`config.mk`:
```
export PLATFORM = sky130hd
export DESIGN_NAME = ppc_register_bank
export DESIGN_NICKNAME = d
export VERILOG_FILES = /design/src/include/ppc_pkg.sv /design/src/logic/ppc_register_bank.sv
export SDC_FILE = /design/constraint.sdc
export NUM_CORES = 1
export LEC_CHECK = 0
export BUFFER_PORTS_ARGS = -buffer_cell sky130_fd_sc_hd__buf_2
export CORE_ASPECT_RATIO = 1.1
export CORE_UTILIZATION = 57
export CTS_CLUSTER_SIZE = 20
export DETAILED_ROUTE_END_ITERATION = 8
export PLACE_DENSITY = 0.87
export SYNTH_ARGS = -nofsm -noshare
export SYNTH_HDL_FRONTEND = slang
export SYNTH_SLANG_ARGS = --single-unit
```
`constraint.sdc`:
```
create_clock -name clk_sys_in -period 2.8 [get_ports clk_sys_in]
set_input_delay 0.56 -clock clk_sys_in [delete_from_list [all_inputs] [get_ports clk_sys_in]]
set_output_delay 0.56 -clock clk_sys_in [all_outputs]
set_load 0.02 [all_outputs]
```
`src/include/ppc_pkg.sv`:
```
// Purpose: shared constants and carriers for the port control register bank
// Assumes: 8-bit host data bus, byte offsets as printed in the register map
// Notes:   offsets are byte addresses of an 8-bit bus
package ppc_pkg;
  localparam int ADDR_W = 8;
  localparam int DATA_W = 8;

  localparam logic [7:0] OFS_IN_CELLS   = 8'h0A;
  localparam logic [7:0] OFS_OE_STATUS  = 8'h0C;
  localparam logic [7:0] OFS_CELL_A     = 8'h20;
  localparam logic [7:0] OFS_CELL_B     = 8'h21;
  localparam logic [7:0] OFS_MASK_A     = 8'h22;
  localparam logic [7:0] OFS_MASK_B     = 8'h23;
  localparam logic [7:0] OFS_PWR_0      = 8'hB0;
  localparam logic [7:0] OFS_PWR_1      = 8'hB4;
  localparam logic [7:0] OFS_MAIN_LOCK  = 8'hC0;
  localparam logic [7:0] OFS_BOOT_LOCK  = 8'hC2;
  localparam logic [7:0] OFS_DEBUG_EN   = 8'hC7;
  localparam logic [7:0] OFS_PAGE       = 8'hE0;

  localparam logic [7:0] RST_BYTE       = 8'h00;

  // writable bits of the power and debug control registers
  localparam logic [7:0] PWR0_MASK      = 8'h3A;
  localparam logic [7:0] PWR1_MASK      = 8'h7D;
  localparam logic [7:0] DEBUG_MASK     = 8'h01;

  localparam int PWR0_APD_BIT   = 1;
  localparam int PWR0_SLOW_BIT  = 3;
  localparam int PWR0_ACLK_BIT  = 4;
  localparam int PWR0_MCLK_BIT  = 5;
  localparam int PWR1_ADDR_BIT  = 0;
  localparam int PWR1_CONTROL_PIN_0_BIT = 2;
  localparam int PWR1_ALE_BIT   = 5;
  localparam int PWR1_WRH_BIT   = 6;
  localparam int BOOT_SEC_BIT   = 7;

  typedef struct packed {
    logic [7:0] addr;
    logic [7:0] wdata;
    logic       wr;
    logic       rd;
  } ppc_bus_req_t;

  // gated inputs presented to the logic array
  typedef struct packed {
    logic [7:0] addr;
    logic [2:0] control_pins;
    logic       ale;
    logic       high_byte_write_strobe;
    logic       clk_and_array;
    logic       clk_out_cells;
    logic       wake;
  } ppc_array_in_t;

  typedef struct packed {
    logic [7:0] output_cells_group_a;
    logic [7:0] output_cells_group_b;
    logic [7:0] mask_a;
    logic [7:0] mask_b;
    logic [7:0] debug_en;
    logic [7:0] page_bits;
    logic [7:0] pwr0;
    logic [7:0] pwr1;
    logic       pwr_init_done;
    logic [7:0] rdata;
    logic       clk_in_q;
  } ppc_state_t;
endpackage

```
`src/logic/ppc_register_bank.sv`:
```
// Purpose: control and status register bank of the programmable logic peripheral
// Assumes: host strobes synchronous to clk_sys_in; pin inputs asynchronous
// Notes:   power registers clear only on power_up_in, not on reset_in
// How it works
// - output-enable status bits read one per pin driver enabled
// - input-cell register returns the eight input cells in bits 7..0
// - writing group A register loads its output flip-flops; reading returns them
// - writing group B register loads its output flip-flops; reading returns them
// - a set group A mask bit keeps that flip-flop from host writes
// - a set group B mask bit keeps that flip-flop from host writes
// - main flash lock register shows one write-protect bit per sector
// - boot flash lock bits 3..0 show secondary sector write protection
// - boot flash bit 7 shows the read-out lock, bits 6..4 zero
// - debug register bit 0 enables the serial test port
// - page register drives the array page inputs and resets to zero
// - power registers clear only at power-up, not on the reset pin
// - power reg 0 bit 1 enables automatic power-down
// - power reg 0 bit 3 set turns full-speed mode off
// - power reg 0 bit 4 cuts clock from AND array; while it is clear and bit 3 is set, clock edges wake
// - power reg 0 bit 5 cuts clock from output cells
// - power reg 1 bit 0 blocks low address byte from the array
// - wide-bus mode takes address 3..0 from port F, 7..4 from muxed pins
// - power reg 1 bits 2..4 cut control pins 0..2 from the array
// - power reg 1 bit 5 cuts the address latch strobe from the array
// - power reg 1 bit 6 cuts the high-byte write strobe from the array
//
// The strobed register port and the register addresses were chosen for this implementation.
module ppc_register_bank #(
  parameter int N_MAIN_SECTORS = 8,
  parameter int N_BOOT_SECTORS = 4
) (
  input  wire logic                      clk_sys_in,
  input  wire logic                      reset_in,
  input  wire logic                      power_up_in,
  input  wire ppc_pkg::ppc_bus_req_t     bus_in,
  output logic [7:0]                     rdata_out,
  input  wire logic [7:0]                driver_enable_in,
  input  wire logic [7:0]                input_cells_in,
  input  wire logic [7:0]                main_sector_lock_in,
  input  wire logic [3:0]                boot_sector_lock_in,
  input  wire logic                      readout_lock_in,
  input  wire logic                      wide_bus_cpu_mode_in,
  input  wire logic [7:0]                host_addr_low_in,
  input  wire logic [3:0]                port_f_low_pins_in,
  input  wire logic [3:0]                upper_muxed_addr_data_pins_in,
  input  wire logic [2:0]                control_pins_in,
  input  wire logic                      ale_in,
  input  wire logic                      high_byte_write_strobe_in,
  input  wire logic                      logic_clock_input_in,
  output logic [7:0]                     output_cells_group_a_out,
  output logic [7:0]                     output_cells_group_b_out,
  output logic                           debug_port_enable_bit_out,
  output logic [7:0]                     page_bits_out,
  output logic                           auto_power_down_out,
  output logic                           logic_full_speed_out,
  output ppc_pkg::ppc_array_in_t         array_in_out
);
  // the readback packing below only serves eight main and four boot sectors
  if (N_MAIN_SECTORS != 8 || N_BOOT_SECTORS != 4) begin : g_bad_sectors
    $error("sector counts must be 8 and 4");
  end

  // two-flop synchronisers for all pin inputs
  logic [7:0]  s1_drv, s2_drv, s1_imc, s2_imc, s1_main, s2_main, s1_addr, s2_addr;
  logic [3:0]  s1_boot, s2_boot, s1_pf, s2_pf, s1_ad, s2_ad;
  logic [2:0]  s1_ctl, s2_ctl;
  logic [4:0]  s1_misc, s2_misc;

  always_ff @(posedge clk_sys_in) begin
    s1_drv  <= driver_enable_in;
    s2_drv  <= s1_drv;
    s1_imc  <= input_cells_in;
    s2_imc  <= s1_imc;
    s1_main <= main_sector_lock_in;
    s2_main <= s1_main;
    s1_addr <= host_addr_low_in;
    s2_addr <= s1_addr;
    s1_boot <= boot_sector_lock_in;
    s2_boot <= s1_boot;
    s1_pf   <= port_f_low_pins_in;
    s2_pf   <= s1_pf;
    s1_ad   <= upper_muxed_addr_data_pins_in;
    s2_ad   <= s1_ad;
    s1_ctl  <= control_pins_in;
    s2_ctl  <= s1_ctl;
    s1_misc <= {readout_lock_in, wide_bus_cpu_mode_in, ale_in, high_byte_write_strobe_in, logic_clock_input_in};
    s2_misc <= s1_misc;
  end

  logic readout_lock, wide_mode, ale_s, wrh_s, clk_s;
  assign readout_lock = s2_misc[4];
  assign wide_mode    = s2_misc[3];
  assign ale_s        = s2_misc[2];
  assign wrh_s        = s2_misc[1];
  assign clk_s        = s2_misc[0];

  // masked load: mask bit 1 holds the old value
  function automatic logic [7:0] masked_load(input logic [7:0] old_v, input logic [7:0] new_v,
                                             input logic [7:0] mask);
    masked_load = (old_v & mask) | (new_v & ~mask);
  endfunction

  function automatic logic hit(input ppc_pkg::ppc_bus_req_t r, input logic [7:0] ofs);
    hit = r.wr && (r.addr == ofs);
  endfunction

  ppc_pkg::ppc_state_t st_ff, nxt_st;

  always_comb begin
    nxt_st = st_ff;
    nxt_st.clk_in_q = clk_s;
    if (hit(bus_in, ppc_pkg::OFS_CELL_A))
      nxt_st.output_cells_group_a = masked_load(st_ff.output_cells_group_a, bus_in.wdata, st_ff.mask_a);
    if (hit(bus_in, ppc_pkg::OFS_CELL_B))
      nxt_st.output_cells_group_b = masked_load(st_ff.output_cells_group_b, bus_in.wdata, st_ff.mask_b);
    if (hit(bus_in, ppc_pkg::OFS_MASK_A))
      nxt_st.mask_a = bus_in.wdata;
    if (hit(bus_in, ppc_pkg::OFS_MASK_B))
      nxt_st.mask_b = bus_in.wdata;
    if (hit(bus_in, ppc_pkg::OFS_DEBUG_EN))
      nxt_st.debug_en = bus_in.wdata & ppc_pkg::DEBUG_MASK;
    if (hit(bus_in, ppc_pkg::OFS_PAGE))
      nxt_st.page_bits = bus_in.wdata;
    if (hit(bus_in, ppc_pkg::OFS_PWR_0))
      nxt_st.pwr0 = bus_in.wdata & ppc_pkg::PWR0_MASK;
    if (hit(bus_in, ppc_pkg::OFS_PWR_1))
      nxt_st.pwr1 = bus_in.wdata & ppc_pkg::PWR1_MASK;

    // read data valid the cycle after the strobe only
    nxt_st.rdata = ppc_pkg::RST_BYTE;
    if (bus_in.rd) begin
      unique case (bus_in.addr)
        ppc_pkg::OFS_OE_STATUS:  nxt_st.rdata = s2_drv;
        ppc_pkg::OFS_IN_CELLS:   nxt_st.rdata = s2_imc;
        ppc_pkg::OFS_CELL_A:     nxt_st.rdata = st_ff.output_cells_group_a;
        ppc_pkg::OFS_CELL_B:     nxt_st.rdata = st_ff.output_cells_group_b;
        ppc_pkg::OFS_MASK_A:     nxt_st.rdata = st_ff.mask_a;
        ppc_pkg::OFS_MASK_B:     nxt_st.rdata = st_ff.mask_b;
        ppc_pkg::OFS_MAIN_LOCK:  nxt_st.rdata = s2_main;
        ppc_pkg::OFS_BOOT_LOCK:  nxt_st.rdata = {readout_lock, 3'h0, s2_boot};
        ppc_pkg::OFS_DEBUG_EN:   nxt_st.rdata = st_ff.debug_en;
        ppc_pkg::OFS_PAGE:       nxt_st.rdata = st_ff.page_bits;
        ppc_pkg::OFS_PWR_0:      nxt_st.rdata = st_ff.pwr0;
        ppc_pkg::OFS_PWR_1:      nxt_st.rdata = st_ff.pwr1;
        default:                 nxt_st.rdata = ppc_pkg::RST_BYTE;
      endcase
    end

    // power regs survive reset_in; cleared only by power-up
    if (power_up_in) begin
      nxt_st.pwr0 = ppc_pkg::RST_BYTE;
      nxt_st.pwr1 = ppc_pkg::RST_BYTE;
      nxt_st.pwr_init_done = 1'b1;
    end
  end

  always_ff @(posedge clk_sys_in) begin
    if (reset_in || power_up_in) begin
      st_ff.output_cells_group_a <= ppc_pkg::RST_BYTE;
      st_ff.output_cells_group_b <= ppc_pkg::RST_BYTE;
      st_ff.mask_a               <= ppc_pkg::RST_BYTE;
      st_ff.mask_b               <= ppc_pkg::RST_BYTE;
      st_ff.debug_en             <= ppc_pkg::RST_BYTE;
      st_ff.page_bits            <= ppc_pkg::RST_BYTE;
      st_ff.rdata                <= ppc_pkg::RST_BYTE;
      st_ff.clk_in_q             <= 1'b0;
      st_ff.pwr0                 <= nxt_st.pwr0;
      st_ff.pwr1                 <= nxt_st.pwr1;
      st_ff.pwr_init_done        <= nxt_st.pwr_init_done;
    end else begin
      st_ff <= nxt_st;
    end
  end

  assign rdata_out                 = st_ff.rdata;
  assign output_cells_group_a_out  = st_ff.output_cells_group_a;
  assign output_cells_group_b_out  = st_ff.output_cells_group_b;
  assign debug_port_enable_bit_out = st_ff.debug_en[0];
  assign page_bits_out             = st_ff.page_bits;
  assign auto_power_down_out       = st_ff.pwr0[ppc_pkg::PWR0_APD_BIT];
  assign logic_full_speed_out      = ~st_ff.pwr0[ppc_pkg::PWR0_SLOW_BIT];

  logic [7:0] array_addr;
  assign array_addr = wide_mode ? {s2_ad, s2_pf} : s2_addr;

  always_comb begin
    array_in_out = '0;
    array_in_out.addr = st_ff.pwr1[ppc_pkg::PWR1_ADDR_BIT] ? 8'h00 : array_addr;
    for (int i = 0; i < 3; i++)
      array_in_out.control_pins[i] = s2_ctl[i] & ~st_ff.pwr1[ppc_pkg::PWR1_CONTROL_PIN_0_BIT + i];
    array_in_out.ale = ale_s & ~st_ff.pwr1[ppc_pkg::PWR1_ALE_BIT];
    array_in_out.high_byte_write_strobe = wrh_s & ~st_ff.pwr1[ppc_pkg::PWR1_WRH_BIT];
    array_in_out.clk_and_array = clk_s & ~st_ff.pwr0[ppc_pkg::PWR0_ACLK_BIT];
    array_in_out.clk_out_cells = clk_s & ~st_ff.pwr0[ppc_pkg::PWR0_MCLK_BIT];
    // wake pulse: clock edge reaches array while full speed is off
    array_in_out.wake = (clk_s ^ st_ff.clk_in_q) & ~st_ff.pwr0[ppc_pkg::PWR0_ACLK_BIT]
                        & st_ff.pwr0[ppc_pkg::PWR0_SLOW_BIT];
  end

  a_mask_holds_a: assert property (@(posedge clk_sys_in) disable iff (reset_in || power_up_in)
    hit(bus_in, ppc_pkg::OFS_CELL_A) |=> ((output_cells_group_a_out & $past(st_ff.mask_a))
      == ($past(output_cells_group_a_out) & $past(st_ff.mask_a))))
    else $error("masked group a bit changed");
  a_mask_holds_b: assert property (@(posedge clk_sys_in) disable iff (reset_in || power_up_in)
    hit(bus_in, ppc_pkg::OFS_CELL_B) |=> ((output_cells_group_b_out & $past(st_ff.mask_b))
      == ($past(output_cells_group_b_out) & $past(st_ff.mask_b))))
    else $error("masked group b bit changed");
  a_load_cell_a: assert property (@(posedge clk_sys_in) disable iff (reset_in || power_up_in)
    hit(bus_in, ppc_pkg::OFS_CELL_A) |=> ((output_cells_group_a_out & ~$past(st_ff.mask_a))
      == ($past(bus_in.wdata) & ~$past(st_ff.mask_a))))
    else $error("group a not loaded");
  a_load_cell_b: assert property (@(posedge clk_sys_in) disable iff (reset_in || power_up_in)
    hit(bus_in, ppc_pkg::OFS_CELL_B) |=> ((output_cells_group_b_out & ~$past(st_ff.mask_b))
      == ($past(bus_in.wdata) & ~$past(st_ff.mask_b))))
    else $error("group b not loaded");
  a_pwr_keeps_reset: assert property (@(posedge clk_sys_in) disable iff (power_up_in)
    (reset_in && !bus_in.wr) |=> (st_ff.pwr0 == $past(st_ff.pwr0) && st_ff.pwr1 == $past(st_ff.pwr1)))
    else $error("power register lost on reset pin");
  a_page_reset: assert property (@(posedge clk_sys_in)
    reset_in |=> page_bits_out == 8'h00)
    else $error("page not cleared");
  a_boot_read: assert property (@(posedge clk_sys_in) disable iff (reset_in || power_up_in)
    (bus_in.rd && bus_in.addr == ppc_pkg::OFS_BOOT_LOCK) |=> (rdata_out[6:4] == 3'h0
      && rdata_out[ppc_pkg::BOOT_SEC_BIT] == $past(readout_lock)))
    else $error("boot lock readback wrong");
  a_addr_block: assert property (@(posedge clk_sys_in) disable iff (reset_in || power_up_in)
    st_ff.pwr1[ppc_pkg::PWR1_ADDR_BIT] |-> array_in_out.addr == 8'h00)
    else $error("address not blocked");
  a_ro_write: assert property (@(posedge clk_sys_in) disable iff (reset_in || power_up_in)
    (bus_in.wr && bus_in.addr == ppc_pkg::OFS_PWR_0) |=> (st_ff.pwr0 & ~ppc_pkg::PWR0_MASK) == 8'h00)
    else $error("unused power bit set");
endmodule

```
==> key figures, run 1 <==
GRT
  • GR Overflow Total: 0
  • Met3 Track Usage GR: 9.61%
  • First-pass GRT wire length: 21,300 um
  • GRT Overall Usage: 28.9%
  • Vias in the first global route: 4,211
  • Initial antenna violation count: 0
  • M1 GR Usage: 34.0%
  • Top Usage Layer GRT: met2
  • Pin count of the biggest net entering global routing: 42
  • M2 GR Usage: 47.5%

STA
  • Fin crit share: 78.5%
  • Final setup fails: 0
  • RSZ-0062 raised after global routing: no
  • Fmax: 455 MHz
  • Hold Vio Cnt, Final: 0
  • Worst relative slew slack: 51.1%
  • Final min period: 2.20 ns
  • Slew @ Worst Pin: 0.733 ns
  • Setup_tns: 0 ns
  • Max-slew violations: 0
  • Min setup slack post-route: 0.601 ns
  • Clk_skew: 0.00737 ns

Place
  • Area after DPL: 5910 um2
  • Post-Place Setup Slack: 0.413 ns
  • I/O Buffers: 123
  • GPL Wtd Cong: 0.931
  • DP HPWL: 9780 um

Routing
  • Drt initial violations: 317
  • TritonRoute pass-1 iters: 6
  • Vias: 4,332
  • Post-DRT Antenna Nets: 0
  • DR vias/cell: 5.74
  • Avg WL per Cell: 18.1 um
  • # DRC: 0
  • Final wirelength: 13,700 um

Critical path
  • CP Class: reg -> out
  • CP startpoint kind: register
  • WP data arrival: 1.64 ns
  • Worst setup EP type: output pin
  • Crit path max fanout: 8
  • Critical Path RT: 2.24 ns

Logic synthesis
  • Primary FF master, synth: dfxtp_1
  • Yosys reg bits: 164
  • Fraction of registers with async set/reset: 0%
  • Seq/Total Area, Yosys: 59.9%
  • Avg Cell Area, Syn: 10.2 um2
  • Post-Syn Instances: 539
  • Mapped cell area: 5480 um2
  • Syn nets: 612
  • Synth warnings: 0
  • Synth cell types: 49
  • Number of enable flip-flop cells after synthesis: 0

Layout
  • Layout cells sized above 1: 27.7%
  • Most frequent cells in the layout: dfxtp_1, buf_2, nand2_1
  • Syn-to-layout area delta: 17.9%
  • Final core occ: 69.1%
  • Finished Cell Area: 6460 um2
  • NumNets Final: 698
  • Max reg flops: 26
  • Commonest non-fill, non-tap cell in the layout: dfxtp_1
  • Top reg by flops: st_ff
  • N_diodes: 0

Die
  • FP Rows: 37
  • Die area: 10,000 um2
  • Core area: 9350 um2
  • I/O pin cnt: 124
  • Die Width: 95.5 um
  • Chip Height: 105 um
  • Initial Util: 58.6%

Run
  • Max-Cap Viols: 0

Clock network
  • Root buf cell: clkbuf_8
  • Post-CTS sizing: 0
  • Worst-path clk slew: 0.07 ns
  • Clock Sink Count: 164
  • Post-CTS setup buffers: 0
  • H-tree depth: 4
  • Clock latency on the worst-skew pair: 0.53 ns
  • Num CTS Buffers: 17
  • Cts hold-fix bufs: 0
  • CTS tree: built
  • Max Root-Sink Buffers: 2

Power and ir drop
  • Leakage power total: 2.72 nW
  • Max IR drop VDD: 0.595 mV
  • Pwr per Cell Area: 740 nW/um2

Status
  • Status: completed

Worst hold path
  • Hold WC Path Type: in -> reg
## synthesized netlist by cell type (2+ instances only)
cell type	count	share of area, %
a22oi_1	18	2.5
a21oi_1	46	4.2
and2_1	4	0.46
a32oi_1	4	0.64
a211oi_1	2	0.27
a221oi_1	5	0.80
nor4_1	2	0.23
mux2i_1	19	3.5
buf_1	3	0.21
nor3_1	3	0.27
nand4_2	3	0.69
buf_4	34	4.7
o21ai_0	18	1.6
clkbuf_1	16	1.1
nor2_1	47	3.2
nand2_1	54	3.7
nand4_1	2	0.23
inv_1	3	0.21
xnor2_1	2	0.32
o22ai_1	7	0.80
dfxtp_1	164	60
buf_2	8	0.73
nand3_1	32	2.9
mux2_2	5	1.0
a31oi_1	4	0.46
nor2b_1	11	1.3
## final timing paths
path | startpoint | cells after the start | end | slack [ns]
hold / removal | host_addr_low_in[0] | 1 | s1_addr[0]$_DFF_P_ | 0.12
setup reg to reg | st_ff[54]$_SDFFE_PP0P_ | 5 | rdata_out[4]$_SDFF_PP0_ | 1.41
hold reg to reg | s1_pf[3]$_DFF_P_ | 0 | s2_pf[3]$_DFF_P_ | 0.33
setup / recovery | s2_misc[3]$_DFF_P_ | 3 | array_in_out[11] | 0.60
## logic make-up (layout without fill, tap and decap cells)
family                    count (synthesis)  in the layout  synth area share, %
AOI/OAI and AO/OA                       112            112                 12.6
and+or+nand+nor                         172            172                 15.7
xor gates and xnor gates                  2              2                0.320
DFF                                     164            164                 59.9
buffers and inverters                    65            164                 6.99
muxes                                    24             24                 4.50
## power by group
group	internal [mW]	total, mW	switching [mW]
logic	0.0775	0.206	0.128
registers	2.41	2.44	0.0257
clock network	1.14	2.14	0.997
total	3.63	4.78	1.15
## metrics by stage
| stage | instances | hold slack (ns) | power [mW] |
|---|---|---|---|
| floorplan | 539 | 0.310 | 2.58 |
| global placement | 723 | 0.310 | 2.68 |
| detailed placement | 723 | 0.312 | 2.69 |
| CTS | 755 | 0.107 | 4.81 |
| global route | 755 | 0.101 | 4.94 |
| finish | 755 | 0.125 | 4.78 |
## layout make-up
class	count	area, um2
clock buffer	18	428
clock inverter	14	119
fill	735	2890
inverter	3	11.3
multi-input combinational	310	1810
sequential	164	3280
tap	117	146
timing repair buffer	129	661
## worst max-delay path: stages, from the launching register on
cell and delay [ns]:
dfxtp_1 0.60, mux2i_1 0.27, nor2_1 0.07, buf_2 0.17
## layer usage
layer | wire length [um] | vias to the layer above
met5 | 0 | -
met4 | 398 | 0
met3 | 1240 | 35
met2 | 6740 | 253
met1 | 5270 | 2016
li1 | - | 2028
(Power assumes the default switching activity.)
==> run 2: changes to the inputs <==
--- a/config.mk
+++ b/config.mk
@@ -5,12 +5,13 @@
 export SDC_FILE = /design/constraint.sdc
 export NUM_CORES = 1
 export LEC_CHECK = 0
+export ABC_AREA = 1
 export BUFFER_PORTS_ARGS = -buffer_cell sky130_fd_sc_hd__buf_2
 export CORE_ASPECT_RATIO = 1.1
-export CORE_UTILIZATION = 57
+export CORE_UTILIZATION = 48
 export CTS_CLUSTER_SIZE = 20
 export DETAILED_ROUTE_END_ITERATION = 8
-export PLACE_DENSITY = 0.87
+export PLACE_DENSITY = 0.78
 export SYNTH_ARGS = -nofsm -noshare
 export SYNTH_HDL_FRONTEND = slang
 export SYNTH_SLANG_ARGS = --single-unit
==> constraint.sdc (replaced) <==
create_clock -name clk_sys_in -period 1.9 [get_ports clk_sys_in]
set_input_delay 0.38 -clock clk_sys_in [delete_from_list [all_inputs] [get_ports clk_sys_in]]
set_output_delay 0.38 -clock clk_sys_in [all_outputs]
set_load 0.02 [all_outputs]
==> key figures, run 2 <==
Clock network
  • Root buf cell: clkbuf_16
  • Post-CTS setup buffers: 0
  • H-tree depth: 4
  • Max Root-Sink Buffers: 2
  • Clock latency on the worst-skew pair: 0.42 ns
  • Num CTS Buffers: 17
  • CTS tree: built
  • Clock Sink Count: 164
  • Worst-path clk slew: 0.06 ns

Place
  • Area after DPL: 6250 um2
  • Post-Place Setup Slack: 0.113 ns
  • GPL Wtd Cong: 0.938
  • DP HPWL: 10,400 um
  • Post-Place Cells: 868
  • I/O Buffers: 123

Die
  • Initial Util: 49.3%
  • Core area: 11,400 um2
  • Die area: 12,200 um2
  • Die Width: 105 um
  • FP Rows: 41
  • I/O pin cnt: 124
  • Chip Height: 116 um

Layout
  • # fillers: 986
  • Top reg by flops: st_ff
  • Commonest non-fill, non-tap cell in the layout: dfxtp_1
  • Syn-to-layout area delta: 21.5%
  • Most frequent cells in the layout: dfxtp_1, buf_2, nand3_1
  • Multi-input logic area: 1800 um2
  • Layout cells sized above 1: 28.3%
  • Max reg flops: 26
  • Final core occ: 59.8%
  • Finished Cell Area: 6850 um2
  • N_diodes: 0
  • NumNets Final: 810
  • Reg area: 3280 um2
  • Fin cells: 900

GRT
  • GR Overflow Total: 0
  • Pin count of the biggest net entering global routing: 26
  • First-pass GRT wire length: 22,000 um
  • Initial antenna violation count: 0
  • Vias in the first global route: 4,497
  • GRT Overall Usage: 24.1%

Critical path
  • Critical Path RT: 1.52 ns
  • Reg2reg end: rdata_out[0]$_SDFF_PP0_
  • Max stage delay on crit path: 0.36 ns
  • Slowest cell on crit path: dfxtp_2
  • WP data arrival: 1.42 ns
  • Most frequent CP cell: nor2_1
  • Delay-heaviest family, CP: buffers and inverters
  • Critical path buffer and inverter count: 2
  • Worst setup EP type: output pin
  • CP Class: reg -> out
  • CP cell instances: inv_1 -> nor2_1 -> nor2_1 -> buf_2
  • CP startpoint kind: register
  • R2r setup slk: 0.94 ns
  • Crit path max fanout: 9
  • Worst r2r path cells: 6

STA
  • Worst relative slew slack: 76.6%
  • Hold Vio Cnt, Final: 0
  • Clk_skew: 0.0114 ns
  • Min setup slack post-route: 0.0993 ns
  • Final min period: 1.80 ns
  • Max-slew violations: 0
  • Fin crit share: 94.8%
  • Final setup fails: 0
  • Slew @ Worst Pin: 0.351 ns
  • RSZ-0062 raised after global routing: no
  • Fmax: 555 MHz
  • Setup_tns: 0 ns

Routing
  • Top routing layer used: met4
  • Detail Route met3 WL: 1160 um
  • Drt initial violations: 344
  • DR vias/cell: 5.08
  • Final wirelength: 14,000 um
  • TritonRoute pass-1 iters: 5
  • Post-DRT Antenna Nets: 0
  • Routed metal-1 wirelength: 5620 um
  • Avg WL per Cell: 15.5 um
  • Met2 routed WL: 6800 um
  • Vias: 4,568
  • # DRC: 0

Logic synthesis
  • Post-Syn Instances: 628
  • Synth cell types: 25
  • Mapped cell area: 5640 um2
  • Area leader, netlist: dfxtp_1
  • Number of enable flip-flop cells after synthesis: 0
  • Avg Cell Area, Syn: 8.97 um2
  • Synth warnings: 0
  • Syn nets: 701
  • Primary FF master, synth: dfxtp_1
  • Area share of the largest cell type after synthesis: 58.3%
  • Seq/Total Area, Yosys: 58.3%
  • Top-count cell post-synth: dfxtp_1
  • Commonest cells in the netlist: dfxtp_1, nand3_1, nand2_1, nor2_1, inv_1
  • Fraction of registers with async set/reset: 0%
  • Synth area leaders: dfxtp_1, nand3_1, nand2_1
  • Yosys reg bits: 164

Worst hold path
  • Hold Path Sink: s1_drv[0]$_DFF_P_
  • Hold WC Path Type: in -> reg
  • Hold path startpoint: driver_enable_in[0]
  • Hold path depth: 1

Power and ir drop
  • Max IR drop VDD: 0.809 mV
  • Leakage power total: 3.04 nW
  • Pwr per Cell Area: 1070 nW/um2

Run
  • Max-Cap Viols: 0

Status
  • Status: completed
-- run 2: changes by cell type in the layout (fill, tap and decap cells not counted), sizes merged, moves of 18 or more --
cell   previous run  this run
o21ai            18        37
nand3            33       103
mux2i            19         0
nand2            55        92
inv               9        57
a22oi            18         0
nor2             48        70
-- run 2: layout make-up --
type / count / share of cell area, %
Inverter: 51 / 2.80
Clock buffer: 18 / 6.27
Sequential cell: 164 / 48.0
Multi-Input combinational cell: 361 / 26.3
Clock inverter: 14 / 2.45
Tap cell: 150 / 2.74
Timing Repair Buffer: 142 / 11.4
-- run 2: cell families after synthesis --
family | synth area share [%]
buffers and inverters | 9.77
AOI/OAI and AO/OA | 8.75
DFF | 58.3
and+or+nand+nor | 23.2
-- run 2: layer usage --
layer,vias to the layer above,global-route usage (%)
met2,203,41.6
met4,0,11.3
li1,2235,-
met1,2104,26.6
met3,26,9.00
met5,-,0
-- run 2: metrics by stage --
step                hold WS, ns  total power, mW
finish                   0.0539             7.32
global route             0.0285             7.56
CTS                      0.0367             7.38
detailed placement        0.312             3.98
global placement          0.311             3.96
floorplan                 0.310             3.80
-- run 2: power by group --
group | total (mW) | internal [mW] | switching [mW]
Combinational | 0.313 | 0.113 | 0.200
Sequential | 3.59 | 3.56 | 0.0338
Clock | 3.42 | 1.98 | 1.44
Total | 7.32 | 5.65 | 1.67
-- run 2: how the worst max path moves through the flow --
stage / from / endpoint / slack, ns / cells after the start
after floorplan: st_ff[21]$_SDFFE_PP0P_ / array_in_out[0] / 0.51 / 2
after global placement: bus_in[10] / page_bits_out[4]$_SDFFE_PP0P_ / 0.20 / 8
after detailed placement: bus_in[10] / page_bits_out[0]$_SDFFE_PP0P_ / 0.11 / 8
after CTS: s2_misc[3]$_DFF_P_ / array_in_out[15] / 0.02 / 4
after global routing: s2_misc[3]$_DFF_P_ / array_in_out[15] / 0.04 / 4
final: s2_misc[3]$_DFF_P_ / array_in_out[15] / 0.1 / 4
-- run 2: repair_timing --
item	in CTS	in global routing
hold buffers	0	0
setup endpoints to repair	0	5
resized for setup	0	2
